### src/mbfh_defines.vh
// Constants of the function handler: function codes, frame offsets, CRC and reply kinds
`ifndef MBFH_DEFINES_VH
`define MBFH_DEFINES_VH

`define MBFH_FN_READ      8'h03
`define MBFH_FN_WRITE1    8'h06
`define MBFH_FN_DIAG      8'h08
`define MBFH_FN_WRITEN    8'h10
`define MBFH_SUB_ECHO     16'h0000
`define MBFH_EXC_FLAG     8'h80
`define MBFH_EXC_ADDR     8'h02

`define MBFH_CRC_INIT     16'hffff
`define MBFH_CRC_POLY     16'ha001

// Byte offsets within a query frame
`define MBFH_OFS_SLAVE    8'h00
`define MBFH_OFS_FN       8'h01
`define MBFH_OFS_DATA1    8'h04
`define MBFH_OFS_DATAN    8'h07
`define MBFH_HDR_BYTES    8'h07

// Frame lengths including the two CRC bytes, and the data offset of a read reply
`define MBFH_LEN_FIXED    8'h08
`define MBFH_LEN_MIN      8'h04
`define MBFH_LEN_DIAG_MIN 8'h06
`define MBFH_LEN_EXC      8'h05
`define MBFH_LEN_RD_BASE  8'h05
`define MBFH_LEN_WRN_BASE 8'h09
`define MBFH_RD_DATA_OFS  8'h03

`define MBFH_MAX_WRN      16
`define MBFH_MAX_RD       16

// Reply kinds
`define MBFH_K_ECHO       2'h0
`define MBFH_K_READ       2'h1
`define MBFH_K_WRN        2'h2
`define MBFH_K_EXC        2'h3

`endif

### src/mbfh_mem.v
// Simple synchronous memory with registered read data
module mbfh_mem #(
	parameter WIDTH = 16,
	parameter DEPTH = 256,
	parameter AW    = 8
) (
	input  wire             i_core_clk,
	input  wire             i_rst,
	input  wire             i_wr_en,
	input  wire [AW-1:0]    i_wr_addr,
	input  wire [WIDTH-1:0] i_wr_data,
	input  wire [AW-1:0]    i_rd_addr,
	output reg  [WIDTH-1:0] o_rd_data
);

	reg [WIDTH-1:0] mem_reg [0:DEPTH-1];

	always @(posedge i_core_clk)
	begin
		if (i_wr_en)
			mem_reg[i_wr_addr] <= i_wr_data;
	end

	always @(posedge i_core_clk)
	begin
		if (i_rst)
			o_rd_data <= {WIDTH{1'b0}};
		else
			o_rd_data <= mem_reg[i_rd_addr];
	end

endmodule // mbfh_mem

### src/mbfh_top.v
// Function code handler: parses query frames, commits writes, builds replies
//
// Summary of operation
// - Read reply byte count is twice quantity.
// - Register values travel upper byte first.
// - Frame ends with CRC, low byte first.
// - Single write stores value, echoes the query.
// - Diagnosis returns the received frame unchanged.
// - Diagnosis accepts only sub-function zero.
// - Multiple write fills consecutive registers from start.
// - Multiple write covers at most sixteen registers.
// - Multiple write commits in ascending address order.
// - Bad addresses give exception; good ones stay.
// - Multiple write reply copies header, fresh CRC.
// - Even address upper half, odd lower half.
`include "mbfh_defines.vh"

module mbfh_top #(
	parameter REG_DEPTH = 256,
	parameter REG_AW    = 8,
	parameter FB_DEPTH  = 64,
	parameter FB_AW     = 6
) (
	input  wire              i_core_clk,
	input  wire              i_rst,
	input  wire [7:0]        i_slave_addr,
	input  wire [7:0]        i_rx_data,
	input  wire              i_rx_valid,
	input  wire              i_rx_frame_end,
	output reg  [7:0]        o_tx_data,
	output reg               o_tx_valid,
	input  wire              i_tx_ready,
	output reg               o_commit_valid,
	output reg  [15:0]       o_commit_addr,
	output reg  [15:0]       o_commit_data,
	output reg               o_busy
);

	localparam [2:0] S_IDLE  = 3'h0;
	localparam [2:0] S_WR    = 3'h1;
	localparam [2:0] S_FETCH = 3'h2;
	localparam [2:0] S_LOAD  = 3'h3;
	localparam [2:0] S_SEND  = 3'h4;
	localparam [16:0] REG_LIM = REG_DEPTH;
	localparam [7:0]  FB_LIM  = FB_DEPTH;

	////////////////////////////////////////////////////////////////////////////////
	// CRC-16, one byte, least significant bit first
	function [15:0] crc_step;
		input [15:0] c;
		input [7:0]  d;
		integer      i;
		reg   [15:0] x;
		begin
			x = c ^ {8'h00, d};
			for (i = 0; i < 8; i = i + 1)
				x = x[0] ? ((x >> 1) ^ `MBFH_CRC_POLY) : (x >> 1);
			crc_step = x;
		end
	endfunction

	reg [2:0]   state_reg;
	reg [7:0]   rx_cnt_reg;
	reg         rx_ovf_reg;
	reg [15:0]  rx_crc_reg;
	reg [7:0]   hdr_reg [0:6];
	reg [1:0]   kind_reg;
	reg [7:0]   tx_idx_reg;
	reg [7:0]   tx_len_reg;
	reg [15:0]  tx_crc_reg;
	reg [4:0]   wr_cnt_reg;
	reg [1:0]   wr_ph_reg;
	reg [7:0]   wr_hi_reg;
	reg         wr_bad_reg;
	reg [7:0]   data_base_reg;
	reg [7:0]   tx_byte;

	wire [7:0]  fn        = hdr_reg[1];
	wire [15:0] start     = {hdr_reg[2], hdr_reg[3]};
	wire [15:0] qty       = {hdr_reg[4], hdr_reg[5]};
	wire [7:0]  byte_cnt  = hdr_reg[6];
	wire [7:0]  qty2      = {qty[6:0], 1'b0};
	wire [7:0]  tx_body   = tx_len_reg - 8'h02;
	wire [7:0]  rd_ofs    = tx_idx_reg - `MBFH_RD_DATA_OFS;
	wire [15:0] rd_reg    = start + {9'h000, rd_ofs[7:1]};
	wire [15:0] wr_reg    = start + {11'h000, wr_cnt_reg};
	wire        wr_in     = ({1'b0, wr_reg} < REG_LIM);
	wire [16:0] rd_end    = {1'b0, start} + {1'b0, qty};
	wire [7:0]  wr_fb_ofs = data_base_reg + {2'b00, wr_cnt_reg, 1'b0} + {7'h00, wr_ph_reg[0]};
	wire [7:0]  fb_ofs    = (state_reg == S_WR) ? wr_fb_ofs : tx_idx_reg;
	// A single write has no quantity field: its one register is always the last
	wire        wr_last   = (kind_reg == `MBFH_K_ECHO) ||
	                        ({11'h000, wr_cnt_reg} == qty - 16'h0001);
	wire        reg_we    = (state_reg == S_WR) && (wr_ph_reg == 2'h2) && wr_in;
	wire [7:0]  fb_rd_data;
	wire [15:0] reg_rd_data;

	////////////////////////////////////////////////////////////////////////////////
	// Frame byte buffer and register store
	mbfh_mem #(.WIDTH(8), .DEPTH(FB_DEPTH), .AW(FB_AW)) u_frame_buf (
		.i_core_clk (i_core_clk),
		.i_rst      (i_rst),
		.i_wr_en    (i_rx_valid && (state_reg == S_IDLE) && (rx_cnt_reg < FB_LIM)),
		.i_wr_addr  (rx_cnt_reg[FB_AW-1:0]),
		.i_wr_data  (i_rx_data),
		.i_rd_addr  (fb_ofs[FB_AW-1:0]),
		.o_rd_data  (fb_rd_data)
	);

	mbfh_mem #(.WIDTH(16), .DEPTH(REG_DEPTH), .AW(REG_AW)) u_reg_store (
		.i_core_clk (i_core_clk),
		.i_rst      (i_rst),
		.i_wr_en    (reg_we),
		.i_wr_addr  (wr_reg[REG_AW-1:0]),
		.i_wr_data  ({wr_hi_reg, fb_rd_data}),
		.i_rd_addr  (rd_reg[REG_AW-1:0]),
		.o_rd_data  (reg_rd_data)
	);

	////////////////////////////////////////////////////////////////////////////////
	// Reply byte selection
	always @*
	begin
		tx_byte = 8'h00;
		if (tx_idx_reg == tx_body)
			tx_byte = tx_crc_reg[7:0];
		else if (tx_idx_reg > tx_body)
			tx_byte = tx_crc_reg[15:8];
		else
		begin
			case (kind_reg)
				`MBFH_K_ECHO: tx_byte = fb_rd_data;
				`MBFH_K_READ:
				begin
					if (tx_idx_reg < `MBFH_RD_DATA_OFS)
						tx_byte = (tx_idx_reg == 8'h02) ? qty2 : hdr_reg[tx_idx_reg[0]];
					else
						tx_byte = rd_ofs[0] ? reg_rd_data[7:0] : reg_rd_data[15:8];
				end
				`MBFH_K_WRN: tx_byte = hdr_reg[tx_idx_reg[2:0]];
				`MBFH_K_EXC:
				begin
					if (tx_idx_reg == 8'h00)
						tx_byte = hdr_reg[0];
					else if (tx_idx_reg == 8'h01)
						tx_byte = fn | `MBFH_EXC_FLAG;
					else
						tx_byte = `MBFH_EXC_ADDR;
				end
				default: tx_byte = 8'h00;
			endcase
		end
	end

	////////////////////////////////////////////////////////////////////////////////
	// Receive side: count, capture header, run CRC
	always @(posedge i_core_clk)
	begin
		if (i_rst)
		begin
			rx_cnt_reg <= 8'h00;
			rx_ovf_reg <= 1'b0;
			rx_crc_reg <= `MBFH_CRC_INIT;
		end
		else if (i_rx_frame_end)
		begin
			rx_cnt_reg <= 8'h00;
			rx_ovf_reg <= 1'b0;
			rx_crc_reg <= `MBFH_CRC_INIT;
		end
		else if (i_rx_valid && (state_reg == S_IDLE))
		begin
			if (rx_cnt_reg < FB_LIM)
				rx_cnt_reg <= rx_cnt_reg + 8'h01;
			else
				rx_ovf_reg <= 1'b1;
			rx_crc_reg <= crc_step(rx_crc_reg, i_rx_data);
		end
	end

	always @(posedge i_core_clk)
	begin
		if (i_rx_valid && (state_reg == S_IDLE) && (rx_cnt_reg < `MBFH_HDR_BYTES))
			hdr_reg[rx_cnt_reg[2:0]] <= i_rx_data;
	end

	////////////////////////////////////////////////////////////////////////////////
	// Main sequencer
	always @(posedge i_core_clk)
	begin
		if (i_rst)
		begin
			state_reg      <= S_IDLE;
			kind_reg       <= `MBFH_K_ECHO;
			tx_idx_reg     <= 8'h00;
			tx_len_reg     <= 8'h00;
			tx_crc_reg     <= `MBFH_CRC_INIT;
			wr_cnt_reg     <= 5'h00;
			wr_ph_reg      <= 2'h0;
			wr_hi_reg      <= 8'h00;
			wr_bad_reg     <= 1'b0;
			data_base_reg  <= 8'h00;
			o_tx_data      <= 8'h00;
			o_tx_valid     <= 1'b0;
			o_commit_valid <= 1'b0;
			o_commit_addr  <= 16'h0000;
			o_commit_data  <= 16'h0000;
			o_busy         <= 1'b0;
		end
		else
		begin
			o_commit_valid <= 1'b0;
			case (state_reg)
				S_IDLE:
				begin
					o_busy     <= 1'b0;
					tx_idx_reg <= 8'h00;
					tx_crc_reg <= `MBFH_CRC_INIT;
					wr_cnt_reg <= 5'h00;
					wr_ph_reg  <= 2'h0;
					wr_bad_reg <= 1'b0;
					// Bad CRC, foreign address or overflow: no reply at all
					if (i_rx_frame_end && !rx_ovf_reg && (rx_cnt_reg >= `MBFH_LEN_MIN) &&
						(rx_crc_reg == 16'h0000) && (hdr_reg[0] == i_slave_addr))
					begin
						case (fn)
							`MBFH_FN_READ:
							begin
								if ((rx_cnt_reg == `MBFH_LEN_FIXED) && (qty != 16'h0000) &&
									(qty <= `MBFH_MAX_RD))
								begin
									o_busy    <= 1'b1;
									state_reg <= S_FETCH;
									if (rd_end > REG_LIM)
									begin
										kind_reg   <= `MBFH_K_EXC;
										tx_len_reg <= `MBFH_LEN_EXC;
									end
									else
									begin
										kind_reg   <= `MBFH_K_READ;
										tx_len_reg <= `MBFH_LEN_RD_BASE + qty2;
									end
								end
							end
							`MBFH_FN_WRITE1:
							begin
								if (rx_cnt_reg == `MBFH_LEN_FIXED)
								begin
									o_busy        <= 1'b1;
									data_base_reg <= `MBFH_OFS_DATA1;
									kind_reg      <= `MBFH_K_ECHO;
									tx_len_reg    <= `MBFH_LEN_FIXED;
									state_reg     <= S_WR;
								end
							end
							`MBFH_FN_DIAG:
							begin
								if ((rx_cnt_reg >= `MBFH_LEN_DIAG_MIN) && (start == `MBFH_SUB_ECHO))
								begin
									o_busy     <= 1'b1;
									kind_reg   <= `MBFH_K_ECHO;
									tx_len_reg <= rx_cnt_reg;
									state_reg  <= S_FETCH;
								end
							end
							`MBFH_FN_WRITEN:
							begin
								if ((qty != 16'h0000) && (qty <= `MBFH_MAX_WRN) &&
									(byte_cnt == qty2) &&
									(rx_cnt_reg == `MBFH_LEN_WRN_BASE + byte_cnt))
								begin
									o_busy        <= 1'b1;
									data_base_reg <= `MBFH_OFS_DATAN;
									kind_reg      <= `MBFH_K_WRN;
									tx_len_reg    <= `MBFH_LEN_FIXED;
									state_reg     <= S_WR;
								end
							end
							default: state_reg <= S_IDLE;
						endcase
					end
				end
				S_WR:
				begin
					// Upper byte read first, lower byte arrives one cycle later
					if (wr_ph_reg == 2'h1)
					begin
						wr_hi_reg <= fb_rd_data;
						wr_ph_reg <= 2'h2;
					end
					else if (wr_ph_reg == 2'h2)
					begin
						wr_ph_reg <= 2'h0;
						if (wr_in)
						begin
							o_commit_valid <= 1'b1;
							o_commit_addr  <= wr_reg;
							o_commit_data  <= {wr_hi_reg, fb_rd_data};
						end
						// Earlier good values stay written
						if (wr_last)
						begin
							state_reg <= S_FETCH;
							if (wr_bad_reg || !wr_in)
							begin
								kind_reg   <= `MBFH_K_EXC;
								tx_len_reg <= `MBFH_LEN_EXC;
							end
						end
						else
						begin
							wr_bad_reg <= wr_bad_reg | !wr_in;
							wr_cnt_reg <= wr_cnt_reg + 5'h01;
						end
					end
					else
						wr_ph_reg <= 2'h1;
				end
				S_FETCH: state_reg <= S_LOAD;
				S_LOAD:
				begin
					o_tx_data  <= tx_byte;
					o_tx_valid <= 1'b1;
					if (tx_idx_reg < tx_body)
						tx_crc_reg <= crc_step(tx_crc_reg, tx_byte);
					state_reg  <= S_SEND;
				end
				S_SEND:
				begin
					if (i_tx_ready)
					begin
						o_tx_valid <= 1'b0;
						tx_idx_reg <= tx_idx_reg + 8'h01;
						state_reg  <= (tx_idx_reg == tx_len_reg - 8'h01) ? S_IDLE : S_FETCH;
					end
				end
				default: state_reg <= S_IDLE;
			endcase
		end
	end

endmodule // mbfh_top

### config.mk
export PLATFORM = sky130hd
export DESIGN_NAME = mbfh_top
export DESIGN_NICKNAME = d
export VERILOG_FILES = /design/src/mbfh_mem.v /design/src/mbfh_top.v
export VERILOG_INCLUDE_DIRS = /design/src
export SDC_FILE = /design/constraint.sdc
export NUM_CORES = 2
export LEC_CHECK = 0
export ABC_CLOCK_PERIOD_IN_PS = 10540
export BUFFER_PORTS_ARGS = -buffer_cell sky130_fd_sc_hd__buf_2
export CAP_MARGIN = 20
export CORE_ASPECT_RATIO = 0.8
export CORE_MARGIN = 5
export CORE_UTILIZATION = 40
export DETAILED_ROUTE_END_ITERATION = 8
export SYNTH_ARGS = -nofsm -noshare
export SYNTH_HDL_FRONTEND = slang
export SYNTH_MEMORY_MAX_BITS = 65536
export SYNTH_SLANG_ARGS = --single-unit
### constraint.sdc
create_clock -name i_core_clk -period 10.54 [get_ports i_core_clk]
set_input_delay 2.108 -clock i_core_clk [delete_from_list [all_inputs] [get_ports i_core_clk]]
set_output_delay 2.108 -clock i_core_clk [all_outputs]
set_load 0.1 [all_outputs]
==> results by group <==
Run status
  • Status: finished, final reports clean

Route
  • DRT antenna net count: 0
  • DRC viols: 0
  • DR iter-0 viols: ~12000
  • Final WL: 503 mm
  • WL/cell: 32.2 um
  • Vias/cell: 5.93
  • First drt pass iteration count: 8
  • Vias after detailed routing: 92700

Final layout
  • Most frequent cells in the layout: edfxtp_1 (4672), mux4_2 (1424), clkbuf_16 (451)
  • Share of layout cells above drive strength 1: 0.288
  • Synthesis-to-finish area growth: 13.0%
  • Commonest non-fill, non-tap cell in the layout: edfxtp_1
  • Max reg flops: 4096
  • # nets final: 9081

Clock tree
  • Max H-tree Level: 5
  • Clock Latency Late Sink: 1.03 ns
  • Clock buffer count from CTS: 444
  • CTS root buffer: clkbuf_16
  • CTS Sinks: 4822
  • Post-CTS Setup Bufs: 0
  • Post-CTS sizing: 0
  • CTS Buffer Depth: 4
  • CTS tree: yes
  • Worst-path clk slew: around 0.07 ns
  • Cts-stage hold buffer count: 0

Timing
  • Worst slew pin tran: approximately 1.2 ns
  • # setup viols final: 0
  • RSZ-0062 raised after global routing: no
  • Tmin final: about 6.8 ns
  • Slew Viols, Final: 0
  • Fmax: 0.148 GHz
  • Worst Skew: 0.0858 ns
  • Period Utilization, post-route: 0.642
  • Setup TNS: 0 ns
  • Relative slew slack: 0.182
  • Final hold vios: 0

Floorplan
  • Die X: 778 um
  • Core Region: between 400000 and 500000 um^2
  • Number of core rows: 225
  • Die ar.: 485000 um^2
  • Io pins: 64
  • Die height: 624 um
  • Initial Util: 0.402

Global routing
  • Initial antenna violation count: 40
  • Total global-route track usage: 0.203
  • Largest net degree at the start of global routing: roughly 190
  • Vias in the first global route: roughly 91000
  • First-pass GRT wire length: roughly 710 mm
  • GRT Residual Overflow: 0

Placement
  • Port Buffers: 63
  • DP Wirelength: a little under 300 mm
  • GP Congestion: slightly below 0.9

Logic synthesis
  • Number of synthesis warnings: 0
  • #FFs+latches synth: 4822
  • Dominant synthesized flop cell: edfxtp_1
  • EDFF count, synth: 4672
  • Sequential fraction of the synthesis area: 0.760
  • Syn_area_per_cell: 22.1 um^2
  • Mapped Cells: 8535
  • Post-synthesis instance area: 189000 um^2
  • Net Count, Synth: 8616
  • Yosys cell types: 80
  • Async set-or-reset flop fraction in the synthesized netlist: 0

Power
  • Overall Power: 37.0 mW
  • PD cells: 174 nW/um^2
  • Leak: around 67 nW
  • Max VDD drop: 0.000149 V

Worst setup path
  • Setup crit start kind: flip-flop
  • Critical path class: flip-flop to flip-flop
  • CP required: approximately 11 ns
  • Arrival time at the worst endpoint: 7.64 ns
  • Critical Path Sink Type: flip-flop
  • CP Max Fanout: 34

Worst hold path
  • Hold Path Class: flip-flop to flip-flop

Job
  • Max-cap violations: 0
critical path, cell delays in order, from the launching register on:
cell	delay, ns
dfxtp_1	0.80
inv_1	0.27
nor2_1	0.33
nor2_1	0.09
xor2_1	0.18
ha_1	0.39
a21oi_1	0.14
xnor2_2	0.74
buf_4	0.58
buf_4	0.71
mux4_2	0.47
mux2i_1	0.86
a21oi_1	0.51
a211oi_1	0.41
a211oi_1	0.08
synth_stat cells (7+ instances only):
cell type | count | share of area
and2_1 | 16 | 0.00053
ha_1 | 56 | 0.0037
mux2_2 | 14 | 0.00084
nor2_1 | 466 | 0.0093
xor2_1 | 54 | 0.0025
inv_1 | 39 | 0.00078
nand4_1 | 14 | 0.00046
a22oi_1 | 11 | 0.00044
edfxtp_1 | 4672 | 0.74
a211o_1 | 9 | 0.00042
buf_4 | 9 | 0.00036
and3_1 | 17 | 0.00056
or3_1 | 12 | 0.00040
o21bai_1 | 12 | 0.00048
a21o_1 | 10 | 0.00040
mux2i_1 | 156 | 0.0083
a211oi_1 | 171 | 0.0068
nand3_1 | 40 | 0.0011
a21oi_1 | 133 | 0.0035
a31oi_1 | 7 | 0.00023
nor4_1 | 18 | 0.00060
buf_2 | 42 | 0.0011
nand2b_1 | 9 | 0.00030
nand2_1 | 158 | 0.0031
dfxtp_1 | 150 | 0.016
xnor2_1 | 77 | 0.0036
or2_2 | 7 | 0.00023
nand3b_1 | 8 | 0.00032
o21ai_0 | 30 | 0.00080
clkbuf_1 | 300 | 0.0060
o211ai_1 | 27 | 0.0011
buf_1 | 124 | 0.0025
mux4_2 | 1424 | 0.17
nor3_1 | 48 | 0.0013
nor2b_1 | 106 | 0.0035
power breakdown:
| part | total, mW | switching [mW] | internal, mW |
|---|---|---|---|
| registers | 20.9 | 0.0359 | 20.9 |
| clock network | 15.8 | 7.01 | 8.75 |
| logic | 0.339 | 0.272 | 0.0664 |
layer usage:
metal | global-route usage | vias to the layer above | part of all wire
met4 | 0.0538 | 22 | 0.029
li1 | - | 36900 | -
met2 | 0.303 | 4738 | 0.45
met1 | 0.303 | 50200 | 0.42
met3 | 0.0462 | 774 | 0.10
met5 | 0 | - | 0.00028
through the flow:
stage	utilization	cells	cell area, um^2	worst slack, ns	hold WS [ns]
final	0.454	15600	213000	3.78	0.453
after CTS	0.453	15600	213000	3.54	0.460
after detailed placement	0.423	14800	199000	3.59	0.440
after floorplan	-	8535	189000	5.08	0.441
after global placement	0.423	14800	199000	3.45	0.437
after global routing	0.454	15600	213000	3.68	0.478
layout make-up:
type,count,area [um^2]
fillers,38700,257000
flip-flops and latches,4822,143000
multi-input cells,3198,43700
clock buffers,566,11800
well taps,6242,7810
repair buffers,495,3970
clock inverters,246,2290
inverters,39,146
diodes,5,12.5
cells by family (layout without fill, tap and decap cells):
| kind of cell | Yosys count | after routing | synth area share |
|---|---|---|---|
| adder cells (fa/ha/maj) | 60 | 60 | 0.00414 |
| multiplexers | 1594 | 1594 | 0.179 |
| other | 0 | 5 | 0 |
| XOR/XNOR | 132 | 132 | 0.00620 |
| AO/OA/AOI/OAI | 468 | 468 | 0.0167 |
| flip-flops | 4822 | 4822 | 0.760 |
| buffers and inverters | 515 | 1346 | 0.0108 |
| AND/OR/NAND/NOR | 944 | 944 | 0.0229 |
final timing paths:
kind                                         from                        to  slack, ns  cells after the start
worst max-delay path                tx_idx_reg[0]  u_reg_store.o_rd_data[7]       3.78                     14
worst max register to register      tx_idx_reg[0]  u_reg_store.o_rd_data[7]       3.78                     14
worst min-delay path            o_commit_addr[12]         o_commit_addr[12]       0.45                      1
worst min register to register  o_commit_addr[12]         o_commit_addr[12]       0.45                      1
No activity file was read; power rests on OpenSTA's default activity.
